===== config.mk =====
export PLATFORM = sky130hd
export DESIGN_NAME = scs_scratchpad_stack
export DESIGN_NICKNAME = d
export VERILOG_FILES = /design/src/rtl/scs_pkg.sv /design/src/rtl/scs_scratchpad_stack.sv
export SDC_FILE = /design/constraint.sdc
export NUM_CORES = 1
export LEC_CHECK = 0
export BUFFER_PORTS_ARGS = -buffer_cell sky130_fd_sc_hd__buf_2
export CORE_ASPECT_RATIO = 1.2
export CORE_MARGIN = 8
export CORE_UTILIZATION = 70
export CTS_BUF_LIST = sky130_fd_sc_hd__clkbuf_4 sky130_fd_sc_hd__clkbuf_8
export CTS_CLUSTER_DIAMETER = 80
export DETAILED_ROUTE_END_ITERATION = 16
export GPL_TIMING_DRIVEN = 0
export HOLD_SLACK_MARGIN = 0.06
export PLACE_DENSITY_LB_ADDON = 0.25
export REMOVE_ABC_BUFFERS = 1
export SLEW_MARGIN = 10
export SYNTH_ARGS = -nofsm -noshare
export SYNTH_HDL_FRONTEND = slang
export SYNTH_SLANG_ARGS = --single-unit
export TNS_END_PERCENT = 100

===== constraint.sdc =====
create_clock -name clk_i -period 5.64 [get_ports clk_i]
set_input_delay 0.564 -clock clk_i [delete_from_list [all_inputs] [get_ports clk_i]]
set_output_delay 0.564 -clock clk_i [all_outputs]
set_load 0.05 [all_outputs]

===== src/rtl/scs_pkg.sv =====
// package: constants and request/answer types for the scratchpad and stack
package scs_pkg;
    localparam int RAM_DEPTH = 64;
    localparam int ADDR_W = 6;
    localparam int DATA_W = 8;
    localparam int SP_W = 3;
    localparam int RET_W = 10;
    localparam int REG_SEL_W = 3;
    localparam logic [ADDR_W-1:0] STACK_BASE = 6'h08;
    localparam logic [SP_W-1:0] SP_RESET = 3'h0;
    localparam logic [SP_W-1:0] SP_STEP = 3'h1;
    localparam logic [ADDR_W-1:0] PTR0_ADDR = 6'h00;
    localparam logic [ADDR_W-1:0] PTR1_ADDR = 6'h01;
    localparam logic [ADDR_W-1:0] ODD_BYTE = 6'h01;
    localparam logic [DATA_W-1:0] RAM_RESET = 8'h00;
    localparam logic [DATA_W-3:0] HI_PAD = 6'h00;
    localparam logic [ADDR_W-REG_SEL_W-1:0] DIR_PAD = 3'h0;
    localparam logic [ADDR_W-SP_W-2:0] SLOT_PAD = 2'h0;
    localparam logic SLOT_LSB = 1'b0;
    localparam logic [SP_W-1:0] SP_LAST = 3'h7;
    localparam logic [ADDR_W-1:0] STACK_TOP = 6'h17;

    // kind of access requested by the execution unit
    typedef enum logic [2:0] {
        SCS_OP_IDLE,
        SCS_OP_DIRECT,
        SCS_OP_INDIRECT,
        SCS_OP_CALL,
        SCS_OP_RETURN
    } scs_op_t;

    // one request from the execution unit
    typedef struct packed {
        scs_op_t op;
        logic [REG_SEL_W-1:0] reg_sel;
        logic ptr_sel;
        logic wr;
        logic [DATA_W-1:0] wdata;
        logic [RET_W-1:0] ret_addr;
    } scs_req_t;

    // registered answer back to the execution unit
    typedef struct packed {
        logic valid;
        logic [DATA_W-1:0] rdata;
        logic [ADDR_W-1:0] addr;
        logic [RET_W-1:0] ret_addr;
    } scs_rsp_t;
endpackage


===== src/rtl/scs_scratchpad_stack.sv =====
// scratchpad data memory with working registers and return-address stack
//
// Summary of operation
// - 64 by 8 data memory; every byte reachable indirectly.
// - bytes 0-7 selected directly by the instruction register field.
// - bytes 0 and 1 also serve as indirect pointers.
// - indirect access picks a pointer; its value addresses the operand.
// - pointers may address bytes 0-7 as well as higher ones.
// - bytes 8-23 hold subroutine return addresses.
// - three-bit pointer names the slot for the next return address.
// - call stores address at slot, then steps pointer up.
// - return steps pointer down, then reads the slot.
// - stack holds eight nested levels.
// - reset points the stack at byte 8.
// - each return address is ten bits over two bytes.
// - one pointer step moves the byte address by two.
// - unused stack bytes act as plain scratchpad.
// - program counter lives outside; only saved returns go to RAM.
// - program store is fixed 1K mask ROM, no external fetch.
//
// the execution unit presents one request per enabled clock edge on req_i;
// the answer is registered and shows on rsp_o one edge later
// direct and indirect reads return the byte as it stood before any write
// of the same request, so a read-modify-write needs no extra cycle
// indirect addresses use the low six bits of the pointer byte only;
// the two upper bits are ignored, so an out-of-range value aliases
// a call stores the pushed address at the current slot, low byte first,
// and steps the pointer up; a return steps down and reads that slot
// the pointer wraps silently; a ninth push overwrites the oldest entry
// bytes 8-23 are shared with the scratchpad; nothing guards them, so
// software that nests shallowly may use the upper slots as data
// clk_en_i low freezes the pointer, the answer and every byte
// reset is synchronous and clears all bytes, the pointer and the answer
`timescale 1ns/1ps
module scs_scratchpad_stack
    import scs_pkg::*;
(
    input wire logic clk_i,
    input wire logic sys_rst_i,
    input wire logic clk_en_i,
    input wire scs_req_t req_i,
    output scs_rsp_t rsp_o,
    output logic [SP_W-1:0] return_slot_pointer_o
);

    // storage; program counter and program ROM live in the core
    logic [DATA_W-1:0] mem_r [RAM_DEPTH];
    logic [SP_W-1:0] return_slot_pointer_r;
    logic [SP_W-1:0] return_slot_pointer_nxt;
    scs_rsp_t rsp_r;
    scs_rsp_t rsp_nxt;

    wire logic is_direct = req_i.op == SCS_OP_DIRECT;
    wire logic is_ind = req_i.op == SCS_OP_INDIRECT;
    wire logic is_call = req_i.op == SCS_OP_CALL;
    wire logic is_ret = req_i.op == SCS_OP_RETURN;

    // pointer register selection: byte 0 or byte 1
    wire logic [ADDR_W-1:0] ptr_loc = req_i.ptr_sel ? PTR1_ADDR : PTR0_ADDR;
    wire logic [DATA_W-1:0] indirect_ram_pointer = mem_r[ptr_loc];
    // upper pointer bits ignored; software keeps value <= 63
    wire logic [ADDR_W-1:0] ind_addr =
        indirect_ram_pointer[ADDR_W-1:0];
    // direct field reaches bytes 0-7 only
    // zero pad keeps the direct field inside the working bytes
    wire logic [ADDR_W-1:0] dir_addr = {DIR_PAD, req_i.reg_sel};

    // pop pointer: decrement first, wrapping modulo eight
    wire logic [SP_W-1:0] pop_ptr = return_slot_pointer_r - SP_STEP;
    wire logic [SP_W-1:0] slot_ptr = is_ret ? pop_ptr : return_slot_pointer_r;
    // two bytes per step, based at byte 8
    wire logic [ADDR_W-1:0] slot_even =
        STACK_BASE + {SLOT_PAD, slot_ptr, SLOT_LSB};
    wire logic [ADDR_W-1:0] slot_odd = slot_even | ODD_BYTE;

    // data address for scratchpad accesses
    wire logic [ADDR_W-1:0] data_addr = is_ind ? ind_addr : dir_addr;
    wire logic data_wr = (is_direct || is_ind) && req_i.wr;

    // saved address split: low byte even, high two bits odd
    wire logic [DATA_W-1:0] push_lo = req_i.ret_addr[DATA_W-1:0];
    wire logic [DATA_W-1:0] push_hi = {HI_PAD, req_i.ret_addr[RET_W-1:DATA_W]};
    wire logic [RET_W-1:0] pop_addr =
        {mem_r[slot_odd][RET_W-DATA_W-1:0], mem_r[slot_even]};

    // next stack pointer: push steps up after store, eight levels
    always_comb begin
        return_slot_pointer_nxt = return_slot_pointer_r;
        if (is_call) begin
            return_slot_pointer_nxt = return_slot_pointer_r + SP_STEP;
        end else if (is_ret) begin
            return_slot_pointer_nxt = pop_ptr;
        end
    end

    // answer: read data shows the addressed byte before any write
    always_comb begin
        rsp_nxt = '0;
        rsp_nxt.valid = is_direct || is_ind || is_call || is_ret;
        if (is_direct || is_ind) begin
            rsp_nxt.addr = data_addr;
            rsp_nxt.rdata = mem_r[data_addr];
        end else if (is_call || is_ret) begin
            rsp_nxt.addr = slot_even;
        end
        if (is_ret) begin
            rsp_nxt.ret_addr = pop_addr;
        end
    end

    // stack pointer and answer registers
    always_ff @(posedge clk_i) begin
        if (sys_rst_i) begin
            return_slot_pointer_r <= SP_RESET;
            rsp_r <= '0;
        end else if (clk_en_i) begin
            return_slot_pointer_r <= return_slot_pointer_nxt;
            rsp_r <= rsp_nxt;
        end
    end

    // memory writes; stack bytes are ordinary storage otherwise
    always_ff @(posedge clk_i) begin
        if (sys_rst_i) begin
            for (int i = 0; i < RAM_DEPTH; i++) begin
                mem_r[i] <= RAM_RESET;
            end
        end else if (clk_en_i) begin
            if (data_wr) begin
                mem_r[data_addr] <= req_i.wdata;
            end else if (is_call) begin
                mem_r[slot_even] <= push_lo;
                mem_r[slot_odd] <= push_hi;
            end
        end
    end

    assign rsp_o = rsp_r;
    assign return_slot_pointer_o = return_slot_pointer_r;
endmodule // scs_scratchpad_stack


==> metrics.txt <==
outcome=completed; largest net degree at the start of global routing=83; Setup Viol. Count Final=0; final hold vios=0; Peak VDD IR=0.171 mV; # nets final=roughly 2100; CTS H-tree depth=3; Routed met1 length=21900 um; Worst Path Required=5.93 ns; Slew @ Worst Pin=1.20 ns; Post-route DRC=0; GRT Total Usage=31.9%; Post-DP HPWL=46100 um; Worst Hold Depth=3; Crit path arrival time=4.76 ns; initial core utilization=a little over two thirds; CP Class=flip-flop to flip-flop; met2 wire len=approximately 32000 um; fin crit share=79.3%; final worst setup slack=roughly 1.2 ns; flops & latches, synth=540; commonest non-fill, non-tap cell in the layout=nor2_1; Clk pin slew, worst setup/hold paths=roughly 0.06 ns; total power=slightly below 0.009 W; HP Class=input port to flip-flop; CTS tree=built; Die W=about 190 um; # IOs=57; Final ANT Viol Nets=0; Worst Hold Margin=roughly 0.35 ns; Worst slew margin=19.1%; Worst R2R Path Depth=8; Post-Synthesis Cells=2020; row count=76; Top Layer Used=met4; most frequent cells in the layout=485 x nor2_1, 464 x edfxtp_1, 200 x nand2_1; WL final=67600 um; Placement Cell Area=26200 sq um; number of buffers added on ports=56; Initial DRT Pass Iterations=6; final cell area excluding filler cells=28000 sq um; clk_lat worst skew=0.67 ns; clock period minus worst slack=4.47 ns; routability cong.=0.887; crit start category=flip-flop; first-pass GRT wire length=102000 um; total leakage power=between 10 and 15 nW; Seq/Total Area, Yosys=61.7%; layout cells sized above 1=18.2%; Die Span Y=around 220 um; Fmax achieved=0.224 GHz; main flop type after synthesis=edfxtp_1; Synth cell types=65; Post-synth EDFFs=464; Critical Path Max Stage Delay=0.86 ns; Clock Tree Root=clkbuf_8; # clock sinks=540; Place WS=~0.85 ns; crit-path max FO=17; CTS max path bufs=3; FFs w/ async S/R, synth=0%; Ys Warns=0; most used cell, CP=nand2_1; CP Capture Type=flip-flop; CP max stage cell=xnor2_2; Die ar.=42100 sq um; Post-CTS Hold Fix Bufs=0; mean post-synth cell area=~12 sq um; detailed-route via count=17800; met3 WL post-DR=about 8300 um; routed len/inst=26.1 um; Syn Std Cell Area=between 20000 and 30000 sq um; max-slew violations=0; CTS Buf Count=82; crit path cell chain=inv_1, ha_1, and4bb_2, xnor2_2, nand2_1, a21oi_1, nand2_1, nand2b_1; grt total ovfl=0; core area=approximately 36000 sq um; # resized after CTS=0; cell area power density=312 nW/um^2; RSZ-0062 raised after global routing=false; Layout area overhead=11.7%; maxcap violations=0; Setup Fix Bufs, Post-CTS=0; Setup Skew=roughly 0.047 ns; Iter 0 DRT Violations=between 2000 and 2500; vias in the first global route=17900; antenna violations before repair=2; routed vias/inst=~6.9
report_power, final:
group	switching (W)	internal [W]	leakage [nW]	total, W
clock network	0.00153	0.00183	0.900	0.00336
registers	0.0000527	0.00445	5.40	0.00450
logic	0.000531	0.000318	3.83	0.000849
total	0.00212	0.00659	10.1	0.00871
per-stage QoR:
step                       TNS, ns  utilization [%]  std cells
final                            0             78.6       2589
after global routing             0             78.6       2588
after CTS                        0             78.6       2588
after detailed placement         0             73.8       2435
after global placement    -1825.10             70.9       2404
after floorplan                  0                -       1880
cell usage after synthesis (9+ instances only):
master	n	area, sq um
buf_2	22	110
a21oi_1	56	280
mux2i_1	96	961
a2bb2oi_1	10	87.6
edfxtp_1	464	13900
nor3_1	10	50.1
nand3b_1	12	90.1
nand3_1	53	265
or3b_2	11	96.3
nand2b_1	70	438
buf_4	10	75.1
dfxtp_1	76	1520
a22oi_1	17	128
a31oi_1	28	175
buf_6	11	124
o21ai_0	39	195
or4_1	9	67.6
clkbuf_1	90	338
nand2_1	200	751
and3_1	9	56.3
mux4_2	99	2230
a221oi_1	31	272
nor2_1	487	1830
routing by layer:
metal / GRT usage, % / up-vias
li1: - / 7499
met1: 37.4 / 8587
met2: 51.5 / 1430
met3: 6.84 / 322
met4: 23.2 / 0
met5: 0 / -
sequential cells by signal (all words and copies together) (netlist names):
register and flops:
mem_r 512, return_slot_pointer_o 3, rsp_o 25
layout make-up:
class	count	area (sq um)
multi-input cells	1336	9080
well taps	468	586
fillers	1963	7610
flip-flops and latches	540	15500
diodes	1	2.50
clock inverters	34	278
inverters	4	15.0
clock buffers	119	1430
repair buffers	87	1100
path summary, 6_finish.rpt:
| check | startpoint | to | slack (ns) |
|---|---|---|---|
| setup / recovery | return_slot_pointer_o[0] | mem_r[10][5] | 1.17 |
| hold / removal | req_i[13] | mem_r[15][3] | 0.35 |
| setup reg to reg | return_slot_pointer_o[0] | mem_r[10][5] | 1.17 |
| hold reg to reg | mem_r[23][6] | mem_r[23][6] | 0.46 |
kinds of logic (layout without fill, tap and decap cells):
family	count (synthesis)	after routing	synth area share, %
buffers and inverters	144	244	2.75
other	0	1	0
XOR/XNOR	5	5	0.235
AND/OR/NAND/NOR	899	899	15.8
AO/OA/AOI/OAI	221	221	5.87
multiplexers	209	209	13.5
adder cells (fa/ha/maj)	2	2	0.100
flip-flops	540	540	61.7
critical path: cells and delay by family (launching register included):
kind | cells | cell delay [ns]
xor gates and xnor gates | 1 | 0.86
and+or+nand+nor | 4 | 1.57
adders and majority gates | 1 | 0.23
buffers and inverters | 1 | 0.18
DFF | 1 | 0.48
AOI/OAI and AO/OA | 1 | 0.81
Note: power is estimated with default switching activity, not from simulation.
